$ cat src/design/fps_consts.vh
/*
  constants for the flash programming command handler: command codes,
  answer codes, protection flag positions and the erased byte value.
  assumes it is included by the handler module and the top bench.
*/
`ifndef FPS_CONSTS_VH
`define FPS_CONSTS_VH

// command codes on cmd_code
`define FPS_CMD_BATCH_ERASE 3'h1
`define FPS_CMD_BLOCK_ERASE 3'h2
`define FPS_CMD_WRITE       3'h3
`define FPS_CMD_CHECKSUM    3'h4
`define FPS_CMD_BLANK_CHECK 3'h5
`define FPS_CMD_SECURITY    3'h6

// answer codes on resp_code
`define FPS_RESP_ACK        8'h06
`define FPS_RESP_NAK        8'h15

// protection flag bit positions and factory flags value
`define FPS_FLAG_BATCH      0
`define FPS_FLAG_BLOCK      1
`define FPS_FLAG_WRITE      2
`define FPS_FLAGS_FACTORY   3'h0

// value of an erased byte
`define FPS_ERASED          8'hff

`endif

$ cat src/design/fps_cmd_handler.v
/*
  flash programming command handler with protection flags, a small
  flip-flop flash array, a self programming port and a two-entry answer
  buffer. assumes the programmer drives clk and reset_n, presents one
  command at a time on the cmd_* ports and drains answers on resp_*.
*/
`include "fps_consts.vh"
`timescale 1ns/1ns
`default_nettype none

module fps_cmd_handler #(
  parameter ADDR_W = 4,
  parameter BLK_W  = 2
) (
  input  wire              clk,
  input  wire              reset_n,
  input  wire              prog_attach,
  input  wire              cmd_valid,
  output wire              cmd_ready,
  input  wire [2:0]        cmd_code,
  input  wire [ADDR_W-1:0] cmd_addr_lo,
  input  wire [ADDR_W-1:0] cmd_addr_hi,
  input  wire [BLK_W-1:0]  cmd_block,
  input  wire [7:0]        cmd_data,
  input  wire [2:0]        cmd_flags,
  output wire              resp_valid,
  input  wire              resp_ready,
  output wire [7:0]        resp_code,
  output wire [7:0]        resp_data,
  input  wire              sp_valid,
  output wire              sp_ready,
  input  wire              sp_erase,
  input  wire [ADDR_W-1:0] sp_addr,
  input  wire [7:0]        sp_data,
  output wire              prog_mode,
  output wire [2:0]        flags_recorded,
  output wire [2:0]        flags_enforced
);

  localparam DEPTH  = 1 << ADDR_W;
  localparam S_IDLE = 3'b001;
  localparam S_RUN  = 3'b010;
  localparam S_VER  = 3'b100;

  reg  [2:0]        state_reg;
  reg  [ADDR_W-1:0] ptr_reg;
  reg  [ADDR_W-1:0] start_reg;
  reg  [ADDR_W-1:0] end_reg;
  reg  [2:0]        op_reg;
  reg  [7:0]        data_reg;
  reg  [7:0]        acc_reg;
  reg               ok_reg;
  reg  [2:0]        rec_reg;
  reg  [2:0]        enf_reg;
  reg               mode_reg;
  reg               sync1_reg;
  reg               sync2_reg;
  reg               sync3_reg;
  reg               attach_reg;
  reg  [15:0]       buf0_reg;
  reg  [15:0]       buf1_reg;
  reg               wptr_reg;
  reg               rptr_reg;
  reg  [1:0]        count_reg;
  wire [DEPTH*8-1:0] mem_flat;

  // attach pin: three flops, change accepted once the last two agree
  always @(posedge clk or negedge reset_n) begin
    if (!reset_n) begin
      sync1_reg  <= 1'b0;
      sync2_reg  <= 1'b0;
      sync3_reg  <= 1'b0;
      attach_reg <= 1'b0;
    end else begin
      sync1_reg <= prog_attach;
      sync2_reg <= sync1_reg;
      sync3_reg <= sync2_reg;
      if (sync2_reg == sync3_reg)
        attach_reg <= sync3_reg;
    end
  end

  // command acceptance; work starts only from a programmer command
  wire idle      = state_reg[0];
  wire buf_room  = (count_reg != 2'd2);
  assign cmd_ready = attach_reg & idle & buf_room;
  wire take      = cmd_valid & cmd_ready;

  // flags in force: latched copy in mode, recorded copy at entry
  wire [2:0] eff = mode_reg ? enf_reg : rec_reg;
  wire prot_batch = eff[`FPS_FLAG_BATCH];
  wire prot_block = eff[`FPS_FLAG_BLOCK];
  wire prot_write = eff[`FPS_FLAG_WRITE];

  wire ref_batch = prot_batch;
  wire ref_block = prot_batch | prot_block | prot_write;
  wire ref_write = prot_write;
  wire bad_range = (cmd_addr_hi < cmd_addr_lo);

  wire is_batch = (cmd_code == `FPS_CMD_BATCH_ERASE);
  wire is_block = (cmd_code == `FPS_CMD_BLOCK_ERASE);
  wire is_write = (cmd_code == `FPS_CMD_WRITE);
  wire is_csum  = (cmd_code == `FPS_CMD_CHECKSUM);
  wire is_blank = (cmd_code == `FPS_CMD_BLANK_CHECK);
  wire is_sec   = (cmd_code == `FPS_CMD_SECURITY);
  wire is_range = is_write | is_csum;
  wire is_multi = is_blank | (is_range & ~bad_range & ~(is_write & ref_write));

  // self programming is locked out while the programmer owns the array
  assign sp_ready = idle & ~mode_reg & ~attach_reg;
  wire sp_do = sp_valid & sp_ready;

  // array write controls; refused commands produce none of these
  wire wipe_all = take & is_batch & ~ref_batch;
  wire blk_cmd  = take & is_block & ~ref_block;
  wire blk_sp   = sp_do & sp_erase;
  wire wipe_blk = blk_cmd | blk_sp;
  wire [BLK_W-1:0] wipe_idx = blk_cmd ? cmd_block
                                      : sp_addr[ADDR_W-1 -: BLK_W];
  wire run_wr   = state_reg[1] & (op_reg == `FPS_CMD_WRITE);
  wire prog_en  = run_wr | (sp_do & ~sp_erase);
  wire [ADDR_W-1:0] prog_addr = run_wr ? ptr_reg : sp_addr;
  wire [7:0]        prog_data = run_wr ? data_reg : sp_data;

  // flash cells: programming only clears bits, so data already written
  // cannot have any cleared bit set to one again without an erase
  genvar gi;
  generate
    for (gi = 0; gi < DEPTH; gi = gi + 1) begin : g_cell
      reg [7:0] cell_reg;
      // a genvar cannot be sliced, so its value goes through a parameter
      localparam integer CELL = gi;
      wire [ADDR_W-1:0] my_addr = CELL[ADDR_W-1:0];
      always @(posedge clk or negedge reset_n) begin
        if (!reset_n)
          cell_reg <= `FPS_ERASED;
        else if (wipe_all ||
                 (wipe_blk && my_addr[ADDR_W-1 -: BLK_W] == wipe_idx))
          cell_reg <= `FPS_ERASED;
        else if (prog_en && prog_addr == my_addr)
          cell_reg <= cell_reg & prog_data;
      end
      assign mem_flat[gi*8 +: 8] = cell_reg;
    end
  endgenerate

  wire [7:0] mem_at  = mem_flat[{ptr_reg, 3'b000} +: 8];
  wire       at_end  = (ptr_reg == end_reg);
  wire       byte_ok = (mem_at == data_reg);
  wire       byte_ff = (mem_at == `FPS_ERASED);
  wire [7:0] acc_sum = acc_reg + mem_at;

  // answer selection for one-cycle commands and for walk completion
  reg        push_en;
  reg [15:0] push_word;
  always @* begin
    push_en   = 1'b0;
    push_word = {`FPS_RESP_NAK, 8'h00};
    if (take && !is_multi) begin
      push_en = 1'b1;
      if ((is_batch && !ref_batch) || (is_block && !ref_block) || is_sec)
        push_word = {`FPS_RESP_ACK, 8'h00};
    end else if (state_reg[1] && at_end && op_reg != `FPS_CMD_WRITE) begin
      push_en = 1'b1;
      if (op_reg == `FPS_CMD_CHECKSUM)
        push_word = {`FPS_RESP_ACK, acc_sum};
      else
        push_word = {`FPS_RESP_ACK, 7'h00, ok_reg & byte_ff};
    end else if (state_reg[2] && at_end) begin
      push_en = 1'b1;
      if (ok_reg && byte_ok)
        push_word = {`FPS_RESP_ACK, 8'h00};
    end
  end

  // command sequencer: walks the address range one byte per cycle
  always @(posedge clk or negedge reset_n) begin
    if (!reset_n) begin
      state_reg <= S_IDLE;
      ptr_reg   <= {ADDR_W{1'b0}};
      start_reg <= {ADDR_W{1'b0}};
      end_reg   <= {ADDR_W{1'b0}};
      op_reg    <= 3'h0;
      data_reg  <= 8'h00;
      acc_reg   <= 8'h00;
      ok_reg    <= 1'b0;
    end else begin
      case (state_reg)
        S_IDLE: begin
          if (take && is_multi) begin
            state_reg <= S_RUN;
            op_reg    <= cmd_code;
            data_reg  <= cmd_data;
            acc_reg   <= 8'h00;
            ok_reg    <= 1'b1;
            ptr_reg   <= is_blank ? {ADDR_W{1'b0}} : cmd_addr_lo;
            start_reg <= is_blank ? {ADDR_W{1'b0}} : cmd_addr_lo;
            end_reg   <= is_blank ? {ADDR_W{1'b1}} : cmd_addr_hi;
          end
        end
        S_RUN: begin
          acc_reg <= acc_sum;
          ok_reg  <= ok_reg & byte_ff;
          if (at_end) begin
            if (op_reg == `FPS_CMD_WRITE) begin
              state_reg <= S_VER;
              ptr_reg   <= start_reg;
              ok_reg    <= 1'b1;
            end else
              state_reg <= S_IDLE;
          end else
            ptr_reg <= ptr_reg + 1'b1;
        end
        S_VER: begin
          ok_reg <= ok_reg & byte_ok;
          if (at_end)
            state_reg <= S_IDLE;
          else
            ptr_reg <= ptr_reg + 1'b1;
        end
        default: state_reg <= S_IDLE;
      endcase
    end
  end

  // mode entry and protection flags; reset models the factory state
  always @(posedge clk or negedge reset_n) begin
    if (!reset_n) begin
      mode_reg <= 1'b0;
      rec_reg  <= `FPS_FLAGS_FACTORY;
      enf_reg  <= `FPS_FLAGS_FACTORY;
    end else begin
      if (!attach_reg)
        mode_reg <= 1'b0;
      else if (take && !mode_reg) begin
        mode_reg <= 1'b1;
        enf_reg  <= rec_reg;
      end
      if (take && is_sec)
        rec_reg <= rec_reg | cmd_flags;
      else if (wipe_all && !rec_reg[`FPS_FLAG_BATCH]) begin
        // batch erase cancels block and write bans, but not once the batch
        // ban is recorded, even before it is enforced: then all stay
        rec_reg[`FPS_FLAG_BLOCK] <= 1'b0;
        rec_reg[`FPS_FLAG_WRITE] <= 1'b0;
        enf_reg[`FPS_FLAG_BLOCK] <= 1'b0;
        enf_reg[`FPS_FLAG_WRITE] <= 1'b0;
      end
    end
  end

  // two-entry answer buffer: a stalled reader holds off new commands
  wire pop = resp_valid & resp_ready;
  always @(posedge clk or negedge reset_n) begin
    if (!reset_n) begin
      buf0_reg  <= 16'h0000;
      buf1_reg  <= 16'h0000;
      wptr_reg  <= 1'b0;
      rptr_reg  <= 1'b0;
      count_reg <= 2'd0;
    end else begin
      if (push_en) begin
        if (wptr_reg)
          buf1_reg <= push_word;
        else
          buf0_reg <= push_word;
        wptr_reg <= ~wptr_reg;
      end
      if (pop)
        rptr_reg <= ~rptr_reg;
      if (push_en && !pop)
        count_reg <= count_reg + 2'd1;
      else if (pop && !push_en)
        count_reg <= count_reg - 2'd1;
    end
  end

  assign resp_valid     = (count_reg != 2'd0);
  assign resp_code      = rptr_reg ? buf1_reg[15:8] : buf0_reg[15:8];
  assign resp_data      = rptr_reg ? buf1_reg[7:0]  : buf0_reg[7:0];
  assign prog_mode      = mode_reg;
  assign flags_recorded = rec_reg;
  assign flags_enforced = enf_reg;

endmodule // fps_cmd_handler

`default_nettype wire

$ cat config.mk
export PLATFORM = sky130hd
export DESIGN_NAME = fps_cmd_handler
export DESIGN_NICKNAME = d
export VERILOG_FILES = /design/src/design/fps_cmd_handler.v
export VERILOG_INCLUDE_DIRS = /design/src /design/src/design
export SDC_FILE = /design/constraint.sdc
export NUM_CORES = 1
export LEC_CHECK = 0
export BUFFER_PORTS_ARGS = -buffer_cell sky130_fd_sc_hd__buf_2
export CAP_MARGIN = 30
export CELL_PAD_IN_SITES_DETAIL_PLACEMENT = 2
export CELL_PAD_IN_SITES_GLOBAL_PLACEMENT = 2
export CORE_ASPECT_RATIO = 0.8
export CORE_UTILIZATION = 36
export DETAILED_ROUTE_END_ITERATION = 7
export PLACE_DENSITY = 0.77
export SLEW_MARGIN = 10
export SYNTH_ARGS = -nofsm -noshare
export SYNTH_HDL_FRONTEND = slang
export SYNTH_SLANG_ARGS = --single-unit
$ cat constraint.sdc
create_clock -name clk -period 8.7 [get_ports clk]
set_input_delay 2.175 -clock clk [delete_from_list [all_inputs] [get_ports clk]]
set_output_delay 2.175 -clock clk [all_outputs]
set_load 0.01 [all_outputs]
After elaboration in Yosys (flattened, before gate mapping):

Index checks and enable logic that the tools add are counted.

* output and inout bits: 26
* input port bits: 43
* logic and storage cells: 288
* flip-flop bits (word level): 210

* bitwise logic cells: 51
* mux-type cells: 75
* equal/unequal tests: 41
* $add $sub $neg: 4
* order comparisons: 1
* reductions and logical operators: 77
* shift-type cells: 1

Operators by type and width (count)
* $mux W8: 37
* $and A8 B8 Y8: 16
* $shiftx A128 B8 Y8: 1
* $reduce_bool A2 Y1: 20
* $mux W13: 3
* $logic_and A1 B1 Y1: 33
* $eq A4 B4 Y1 const B: 8
* $mux W16: 2
* $mux W4: 7
* $mux W3: 7
* $and A1 B1 Y1: 19
* $eq A4 B3 Y1 const B: 4
* $pmux W8 S2: 1
* $eq A3 B3 Y1 const B: 5
* $mux W2: 7
* $eq A3 B2 Y1 const B: 4
* $pmux W4 S3: 1
* $reduce_and A2 Y1: 6
* $ne A2 B2 Y1 const B: 5
* $not A1 Y1: 9
* $pmux W3 S3: 1
* $add A8 B8 Y8: 1
* $eq A4 B2 Y1 const B: 2
* $eq A8 B8 Y1: 1
* 25 further kinds: 50

Depth between registers and ports, before layout:

Gate-level depths: netlist of the first run.

* depth after elaboration: 12
* mapped depth: 15
* mapped depth without buffers: 13

Least setup slack after synthesis of the first run:

No wires, ideal clock.

* kind: in2reg
* from: input cmd_addr_lo[1]
* to: register buf0_reg[9]
* path buffers: 2
* required time: 8.574 ns
* stages on the path: 9
* slack: 4.386 ns
* library setup time: 0.126 ns
* arrival: 4.189 ns
* cells stage by stage: inv_1 > ha_1 > a211o_1 > a2111oi_2 > nor3_2 > or2_2 > clkbuf_1 > buf_2 > a221o_1

* cells in the longest elaborated chain, start to end: 9
* elaborated cells between the ends (all ways): 10
* classes of those cells: order compare: 1; mux: 2; bitwise: 4; reduce/logical: 3

RTL lines
* from (decl): line fps_cmd_handler.v:21 `input wire [ADDR_W-1:0] cmd_addr_lo,`
* $lt A4 B4 Y1 *: line fps_cmd_handler.v:98 `wire bad_range = (cmd_addr_hi < cmd_addr_lo);`
* $not A1 Y1 *: line fps_cmd_handler.v:107 `wire is_multi = is_blank | (is_range & ~bad_range & ~(is_write & ref_write));`
* $and A1 B1 Y1 * (2 in series): line fps_cmd_handler.v:107
* $or A1 B1 Y1 *: line fps_cmd_handler.v:107
* $logic_not A1 Y1 *: line fps_cmd_handler.v:159 `if (take && !is_multi) begin`
* $logic_and A1 B1 Y1 *: line fps_cmd_handler.v:159
* $mux W1: line fps_cmd_handler.v:159
* $reduce_and A2 Y1 (no source line)
* to (signal assigned): line fps_cmd_handler.v:266 `buf0_reg <= push_word;`
* to (decl): line fps_cmd_handler.v:60 `reg [15:0] buf0_reg;`

Every way passes the cells marked *; elsewhere a longest branch is shown, timed or not.
A chain may end at the register's enable or synchronous reset.

Worst setup path in the final report of the first run:

* from: register ptr_reg[2]
* to: register acc_reg[7]

* cells in the longest elaborated chain, start to end: 3

RTL lines
* from (decl): line fps_cmd_handler.v:46 `reg [ADDR_W-1:0] ptr_reg;`
* from (signal assigned): line fps_cmd_handler.v:180 `ptr_reg <= {ADDR_W{1'b0}};`
* from (signal assigned): line fps_cmd_handler.v:196 `ptr_reg <= is_blank ? {ADDR_W{1'b0}} : cmd_addr_lo;`
* from (signal assigned): line fps_cmd_handler.v:207 `ptr_reg <= start_reg;`
* $shiftx A128 B8 Y8: line fps_cmd_handler.v:147 `wire [7:0] mem_at = mem_flat[{ptr_reg, 3'b000} +: 8];`
* $add A8 B8 Y8: line fps_cmd_handler.v:151 `wire [7:0] acc_sum = acc_reg + mem_at;`
* $pmux W8 S2: line fps_cmd_handler.v:188 `case (state_reg)`
* to (signal assigned): line fps_cmd_handler.v:202 `acc_reg <= acc_sum;`
* to (decl): line fps_cmd_handler.v:51 `reg [7:0] acc_reg;`

Every way passes these cells.

==> results of run 1 <==
stage by stage:
| stage | instances | hold WS [ns] | power [W] |
|---|---|---|---|
| after global placement | 1409 | 0.347 | 0.00334 |
| after CTS | 1441 | 0.372 | 0.00431 |
| after floorplan | 1023 | 0.331 | 0.00286 |
| after detailed placement | 1409 | 0.348 | 0.00344 |
| final | 1443 | 0.365 | 0.00429 |
| after global routing | 1443 | 0.390 | 0.00453 |
worst register-to-register path, cell delays in order, from the launching register on:
cell	delay, ns
dfrtp_2	0.43
buf_4	0.48
mux2_2	0.36
o22ai_1	0.09
a221oi_1	0.74
a21o_1	0.28
ha_1	0.24
a21o_1	0.16
a21oi_1	0.28
o21bai_1	0.15
a2111oi_0	0.53
nor3_1	0.18
xnor2_1	0.34
o21ai_0	0.14
cell type report:
cell class	instances	area, µm²	area share (%)
well taps	370	463	3.93
repair buffers	80	449	3.82
inverters	22	82.6	0.702
clock buffers	19	433	3.68
multi-input cells	739	5010	42.6
flip-flops and latches	200	5170	43.9
clock inverters	13	163	1.38
Yosys cell counts, drive strengths merged (4+ instances only):
cell	number
nand2	193
dfstp	129
o21ai	124
dfrtp	71
a21o	48
mux2	44
nor2	43
clkbuf	35
a21oi	32
mux2i	29
buf	27
mux4	23
inv	22
nand2b	17
nand3	17
xnor2	16
ha	12
nor2b	10
nor3	10
a22o	7
a22oi	7
and4	6
nand3b	6
nor3b	6
nand4	5
o211ai	5
or3	5
xor2	5
and3	4
o21a	4
or2	4
worst min path at each step:
stage / startpoint / endpoint / slack (ns)
6_report: sync1_reg / sync2_reg / 0.36
5_1_grt: sync1_reg / sync2_reg / 0.39
4_1_cts: sync1_reg / sync2_reg / 0.37
3_5_place_dp: sync1_reg / sync2_reg / 0.35
3_3_place_gp: sync1_reg / sync2_reg / 0.35
2_1_floorplan: sync1_reg / sync2_reg / 0.33
routing by layer:
layer	vias to the layer above	track usage, %	part of all wire, %
li1	3691	-	-
met1	4446	36.1	48
met2	186	39.5	46
met3	31	4.51	4.3
met4	0	6.44	1.3
met5	-	0	0
cells by family after synthesis:
family	count (synthesis)	synth area share, %
simple gates	334	14.6
xor+xnor	21	1.74
mux	96	12.7
buf+inv	84	3.72
compound gates	270	16.5
flops	200	49.0
other cells	1	0.0356
fa+ha+maj	14	1.71
power groups by stage:
stage / registers (W) / clock network (W) / logic (W)
5_1_grt: 0.00180 / 0.000879 / 0.00185
3_3_place_gp: 0.00173 / 0 / 0.00161
4_1_cts: 0.00175 / 0.000849 / 0.00171
2_1_floorplan: 0.00163 / 0 / 0.00123
6_report: 0.00175 / 0.000832 / 0.00170
3_5_place_dp: 0.00176 / 0 / 0.00168
==> metrics.cfg, run 1 <==
[cts]
cts-htree-levels=4
cts_buffers=17
cts_tree=done
cts_resized=0
cts_sinks=200
path_clk_slew_ns=0.08
clockBufferDepth=2
cts_hold_buffers=0
cts.root.buffer_cell=clkbuf_16
cts_setup_buffers=0
insertion_delay_ns=0.46

[worst_setup_path]
critPathTopFamily=compound AO/OA/AOI/OAI gates
critPathKind=reg -> reg
crit_path_frequent_cell=a21o_1
worstSetupStartpoint=ptr_reg[2]
end_kind=register
critPathRequiredTime_ns=9.02
cp_num_buf_inv=1
cp.arrival_ns=4.86
slowest_stage=a221oi_1
slowest_delay_ns=0.74
cp_num_cells=13
path_cells=buf_4 > mux2_2 > o22ai_1 > a221oi_1 > a21o_1 > ha_1 > a21o_1 > a21oi_1 > o21bai_1 > a2111oi_0 > nor3_1 > xnor2_1 > o21ai_0
cp_max_fo=32
r2r_start=ptr_reg[2]
reg2reg_slack_ns=4.16
rr_worst_depth=13
cp-start-kind=register
worst_r2r_endpoint=acc_reg[7]
crit_path_end=acc_reg[7]

[die]
core_um2=28600
die_y_um=155
initial_core_util_pct=36.9
die_w_um=193
rows=55
ios=69
die-area_um2=30000

[yosys]
syn_avg_cell_area_um2=10.3
ys_top_cells_by_area=dfstp_2, dfrtp_1, nand2_1
ys_async_sr_fraction_pct=100
synth_top_area_cell=dfstp_2
synth.top_cell.area_share_pct=32.2
syn-instance-count=1020
netlist_area_um2=10500
synth-seq-cells=200
synth_top_flop_cell=dfstp_2
ys_types=75
ys_warn_count=0
synth-edff-count=0
seq_area_frac_synth_pct=49.0

[sta]
finClkSkew_ns=0.0157
tns_ns=0
finalCritPeriodShare_pct=52.2
setup_slack_ns=4.16
setup_viol=0
drv_slew=0
period_needed_ns=4.54
tightest_slew_ns=1.01
hold_viol=0
max_freq_mhz=220
rsz0062_at_grt=no
relSlewSlack_pct=32.2

[grt]
grt_max_degree=105
grt_use_total_pct=25.2
grt_pass1_vias=9301
grt_pass1_wl_um=56900
antenna_found_initial=0
overflow=0

[worst_hold_path]
hp-class=reg -> reg
hold_depth=0

[pwr]
leakage_nw=4.94
irDropWorstVdd_mv=0.197
p_switching_w=0.00169
p_clk_share_pct=19.4
combPwrFrac_pct=39.7
pwr-share-seq_pct=40.9
sw_frac_of_total_pct=39.5
power_density_nw_per_um2=364
internal-power_w=0.00259

[cells_and_area]
final_cell_mix=nand2_1, dfstp_2, o21ai_0, dfrtp_1, buf_2
largest_reg_flops=128
final_cell_area_um2=11800
final_common_cell=nand2_1
fillers=3018
diodes=0
final_nets=1116
area_growth_pct=11.7
drive_gt1_share_pct=29.7
fin_util_pct=41.2

[flow_run]
max_cap_violations=0

[outcome]
violations=design-rule violations
status=finished with violations

[place]
placed_area_um2=11200
detailedPlacementHpwl_um=25700
portBuffers=64
routabilityCongestion=0.824
pre_cts_ws_ns=3.88

[drt]
drt_wl_total_um=36400
ant_nets=0
vias=8354
drt-wirelength-per-cell_um=25.2
drc=4
drt_iter0_drc=586
drt_pass1_iterations=8
drt-vias-per-instance=5.79

No activity file was read; power rests on OpenSTA's default activity.
==> run 2: changes to the inputs <==
Clock period 8.7 ns to 4.45 ns, I/O delays scaled along.
==> run 2 against run 1 <==
Die area unchanged. Core utilization increased by 0.10 points. Design area increased by 0.24%. Final cell count increased by 0.35%. Critical path depth decreased by 2. Critical path type unchanged. First-iteration DRC count increased by 23%. Count of clock-buffer cells in the layout increased by 1. The run now ends clean. Maximum frequency increased by 7.2%.
==> metrics.cfg, run 2 (synthesis results as in run 1) <==
[worst_setup_path]
slowest_stage=dfrtp_2
cp_num_buf_inv=1  ; unchanged
critPathRequiredTime_ns=4.82  ; -4.20 ns
crit_path_end=buf1_reg[7]
rr_worst_depth=11  ; -2
cp.arrival_ns=4.60  ; -0.26 ns
slowest_delay_ns=0.78  ; +0.04 ns
r2r_start=ptr_reg[2]
cp_max_fo=21  ; -34%
reg2reg_slack_ns=0.21  ; -3.95 ns
end_kind=register
cp_num_cells=11  ; -2
critPathTopFamily=compound AO/OA/AOI/OAI gates
crit_path_frequent_cell=mux2i_1
worstSetupStartpoint=ptr_reg[2]
path_cells=buf_4 > mux4_1 > mux2i_1 > mux2i_1 > ha_1 > a21oi_1 > o21bai_1 > a2111oi_0 > nor3_1 > xnor2_1 > o31ai_1
cp-start-kind=register
critPathKind=reg -> reg
worst_r2r_endpoint=buf1_reg[7]

[sta]
max_freq_mhz=236  ; +7.2%
setup_viol=0  ; unchanged
setup_slack_ns=0.213  ; -3.95 ns
period_needed_ns=4.24  ; -0.304 ns
hold_viol=0  ; unchanged
holdWs_ns=0.365  ; -0.000249 ns
tightest_slew_ns=0.966  ; -0.0396 ns
finalCritPeriodShare_pct=95.2  ; +43 points
finClkSkew_ns=0.0132  ; -0.00251 ns
rsz0062_at_grt=no
relSlewSlack_pct=35.6  ; +3.3 points
drv_slew=0  ; unchanged
tns_ns=0  ; unchanged

[die]
die_w_um=193  ; unchanged
ios=69  ; unchanged
core_um2=28600  ; unchanged
initial_core_util_pct=36.9  ; unchanged
rows=55  ; unchanged
die-area_um2=30000  ; unchanged
die_y_um=155  ; unchanged

[grt]
grt_pass1_vias=9266  ; -0.38%
overflow=0  ; unchanged
grt_pass1_wl_um=59100  ; +3.9%
antenna_found_initial=0  ; unchanged
grt_use_total_pct=26.5  ; +1.3 points
grt_max_degree=105  ; unchanged

[pwr]
p_total_w=0.00845  ; +97%
power_density_nw_per_um2=716  ; +97%
irDropWorstVdd_mv=0.332  ; +69%
leakage_nw=4.95  ; +0.18%

[cells_and_area]
area_growth_pct=11.9
drive_gt1_share_pct=30.0  ; +0.23 points
final_common_cell=nand2_1
fillers=3027  ; +0.30%
final_nets=1121  ; +0.45%
largest_reg_flops=128  ; unchanged
final_cell_mix=nand2_1, dfstp_2, o21ai_0, dfrtp_1, buf_2
diodes=0  ; unchanged
final_cell_area_um2=11800  ; +0.24%

[cts]
cts_hold_buffers=0  ; unchanged
cts_sinks=200  ; unchanged
cts_setup_buffers=0  ; unchanged
cts_tree=done
cts_buffers=17  ; unchanged
cts-htree-levels=4  ; unchanged
cts_resized=0  ; unchanged
clockBufferDepth=2  ; unchanged
path_clk_slew_ns=0.08  ; about the same
cts.root.buffer_cell=clkbuf_16
insertion_delay_ns=0.46  ; about the same

[place]
routabilityCongestion=0.867  ; +5.2%
placed_area_um2=11200  ; +0.74%
pre_cts_ws_ns=0.411  ; -3.47 ns
detailedPlacementHpwl_um=27200  ; +6.0%
portBuffers=64  ; unchanged

[drt]
drc=0  ; -4
ant_nets=0  ; unchanged
drt-wirelength-per-cell_um=26.5  ; +5.0%
drt-vias-per-instance=5.87  ; +1.5%
drt_pass1_iterations=7  ; -1
drt_wl_total_um=38300  ; +5.4%
vias=8505  ; +1.8%
drt_iter0_drc=722  ; +23%

[outcome]
status=finished clean

[worst_hold_path]
hp-class=reg -> reg

[flow_run]
max_cap_violations=0  ; unchanged

[run 2: layout make-up]
cell class	count	area, µm²	share of cell area (%)
multi-input cells	739	5010	42.5
flip-flops and latches	200	5170	43.8
inverters	22	82.6	0.700
well taps	370	463	3.92
clock inverters	12	113	0.954
clock buffers	20	437	3.70
repair buffers	85	524	4.44
[run 2: per-stage QoR]
step	cells	utilization [%]
floorplan	1023	-
finish	1448	41.3
global route	1448	41.3
detailed placement	1415	39.4
global placement	1415	39.4
CTS	1447	41.3
[run 2: worst register-to-register path, cell delays in order, from the launching register on]
cell       delay, ns
dfrtp_2         0.78
buf_4           0.36
mux4_1          0.59
mux2i_1         0.18
mux2i_1         0.22
ha_1            0.40
a21oi_1         0.28
o21bai_1        0.14
a2111oi_0       0.61
nor3_1          0.15
xnor2_1         0.19
o31ai_1         0.25
[run 2: routing by layer]
metal	vias up	share of wire [%]	wire, µm	GRT usage, %
met5	-	0	0	0
met4	0	1.4	552	6.51
met3	43	5.0	1920	5.66
met2	203	45	17300	41.1
met1	4551	49	18600	37.7
li1	3708	-	-	-
[run 2: report_power, final]
group / internal, W / switching, W
Combinational: 0.00144 / 0.00189
Clock: 0.000738 / 0.000801
Sequential: 0.00287 / 0.000709
Total: 0.00505 / 0.00340
[run 2: how the worst min path moves through the flow]
stage | cells past startpoint | from | endpoint | slack, ns
4_1_cts | 0 | sync1_reg | sync2_reg | 0.37
2_1_floorplan | 0 | sync1_reg | sync2_reg | 0.33
3_3_place_gp | 0 | sync1_reg | sync2_reg | 0.34
3_5_place_dp | 0 | sync1_reg | sync2_reg | 0.36
6_report | 0 | sync1_reg | sync2_reg | 0.36
5_1_grt | 0 | sync1_reg | sync2_reg | 0.38
==> run 3: changes to the inputs <==
Clock period 4.45 ns to 4.7 ns, I/O delays scaled along.
==> run 3 against run 2 <==
The flow now finishes with violations (design-rule violations). Die area stayed put. Register-to-register slack better by 0.43 ns. Clock skew is 0.00099 ns higher. First-iteration DRC count is 4.8% lower. Critical path type unchanged. Largest cell class unchanged.
==> metrics.cfg, run 3 (synthesis results as in run 1) <==
[worst_setup_path]
critPathRequiredTime_ns=5.04  ; +0.22 ns
critPathTopFamily=multiplexers
cp.arrival_ns=4.40  ; -0.20 ns
end_kind=register
cp_num_buf_inv=0  ; -1
cp_max_fo=20  ; -4.8%
critPathKind=reg -> reg
cp-start-kind=register
path_cells=mux4_1 > mux2i_1 > a21oi_1 > ha_1 > fa_1 > a21o_1 > a21oi_1 > o21bai_1 > a21oi_1 > xnor2_1 > and4_1 > mux2_2
crit_path_frequent_cell=a21oi_1
slowest_stage=dfrtp_2
slowest_delay_ns=0.76  ; -0.02 ns

[cts]
cts_tree=done
cts-htree-levels=4  ; unchanged
cts_hold_buffers=0  ; unchanged
cts_buffers=17  ; unchanged
cts_setup_buffers=0  ; unchanged
path_clk_slew_ns=0.08  ; about the same
cts_sinks=200  ; unchanged
insertion_delay_ns=0.46  ; about the same
clockBufferDepth=2  ; unchanged
cts_resized=0  ; unchanged
cts.root.buffer_cell=clkbuf_16

[cells_and_area]
drive_gt1_share_pct=29.9  ; -0.037 points
multiInputGateArea_um2=5010  ; unchanged
area_growth_pct=12.0  ; about the same
fin_util_pct=41.3  ; about the same
largest_reg_flops=128  ; unchanged
diodes=0  ; unchanged
regArea_um2=5170  ; unchanged
final_common_cell=nand2_1
final_cell_mix=nand2_1, dfstp_2, o21ai_0, dfrtp_1, buf_2
fillers=2997  ; -0.99%
final_nets=1119  ; -0.18%

[drt]
drc=4  ; +4
ant_nets=0  ; unchanged
drt-vias-per-instance=5.89  ; +0.26%
drt-wirelength-per-cell_um=26.3  ; -0.72%
drt_pass1_iterations=8  ; +1
drt_wl_total_um=38000  ; -0.86%
drt_iter0_drc=687  ; -4.8%
vias=8515  ; +0.12%

[die]
die_y_um=155  ; unchanged
initial_core_util_pct=36.9  ; unchanged
die_w_um=193  ; unchanged
ios=69  ; unchanged
rows=55  ; unchanged
die-area_um2=30000  ; unchanged
core_um2=28600  ; unchanged

[grt]
grt_max_degree=85  ; -19%
grt_pass1_wl_um=58800  ; -0.57%
grt_pass1_vias=9290  ; +0.26%
overflow=0  ; unchanged
grt_use_total_pct=26.3  ; -0.21 points
antenna_found_initial=1  ; +1

[pwr]
power_density_nw_per_um2=675  ; -5.8%
leakage_nw=4.95  ; about the same
irDropWorstVdd_mv=0.276  ; -17%

[outcome]
violations=design-rule violations
status=finished with violations

[place]
portBuffers=64  ; unchanged
detailedPlacementHpwl_um=27100  ; -0.53%
routabilityCongestion=0.857  ; -1.1%

[sta]
drv_slew=0  ; unchanged
tns_ns=0  ; unchanged
tightest_slew_ns=0.904  ; -0.0623 ns
setup_viol=0  ; unchanged
rsz0062_at_grt=no
finClkSkew_ns=0.0142  ; +0.000993 ns
max_freq_mhz=247  ; +4.5%
hold_viol=0  ; unchanged
relSlewSlack_pct=39.5  ; +3.9 points
period_needed_ns=4.05  ; -0.183 ns
finalCritPeriodShare_pct=86.3  ; -9.0 points

[worst_hold_path]
hp-class=reg -> reg

[flow_run]
max_cap_violations=0  ; unchanged

[run 3: final timing paths]
path / from / endpoint / slack [ns] / depth (start not counted)
max reg2reg: ptr_reg[2] / buf0_reg[6] / 0.65 / 12
min in group asynchronous: reset_n / ptr_reg[1] / 0.83 / 1
max in group asynchronous: reset_n / g_cell[15].cell_reg[7] / 2.98 / 2
max: ptr_reg[2] / buf0_reg[6] / 0.65 / 12
min reg2reg: sync1_reg / sync2_reg / 0.35 / 0
min: sync1_reg / sync2_reg / 0.35 / 0
[run 3: worst register-to-register path, delay by kind of cell (launching register included)]
kind                       cells  cell delay [ns]
and+or+nand+nor                1             0.19
muxes                          3             1.17
DFF                            1             0.76
adders and majority gates      2             0.75
xor gates and xnor gates       1             0.11
AOI/OAI and AO/OA              5             0.98
[run 3: layer usage]
metal | wire length, µm | share of wire, % | global-route usage [%] | vias up
met1 | 18300 | 48 | 38.4 | 4553
met5 | 0 | 0 | 0 | -
met4 | 495 | 1.3 | 6.21 | 0
met3 | 2050 | 5.4 | 4.77 | 33
li1 | - | - | - | 3709
met2 | 17100 | 45 | 40.4 | 220
[run 3: per-stage QoR]
| stage | worst slack (ns) | hold slack (ns) | instances | total power (W) | instance area [µm²] |
|---|---|---|---|---|---|
| after global routing | 0.400 | 0.373 | 1446 | 0.00837 | 11800 |
| final | 0.646 | 0.354 | 1446 | 0.00797 | 11800 |
| after floorplan | 1.39 | 0.331 | 1023 | 0.00529 | 10600 |
| after CTS | 0.642 | 0.355 | 1445 | 0.00797 | 11800 |
| after global placement | 0.996 | 0.339 | 1412 | 0.00623 | 11200 |
| after detailed placement | 0.705 | 0.348 | 1413 | 0.00641 | 11200 |
[run 3: power by group]
group	switching, W	internal [W]
clock network	0.000715	0.000765
logic	0.00173	0.00135
registers	0.000695	0.00272
total	0.00314	0.00483
[run 3: layout make-up]
type,instances,share of cell area [%]
well taps,370,3.92
clock inverters,10,0.700
flip-flops and latches,200,43.8
clock buffers,22,4.21
inverters,22,0.700
repair buffers,83,4.21
multi-input cells,739,42.5
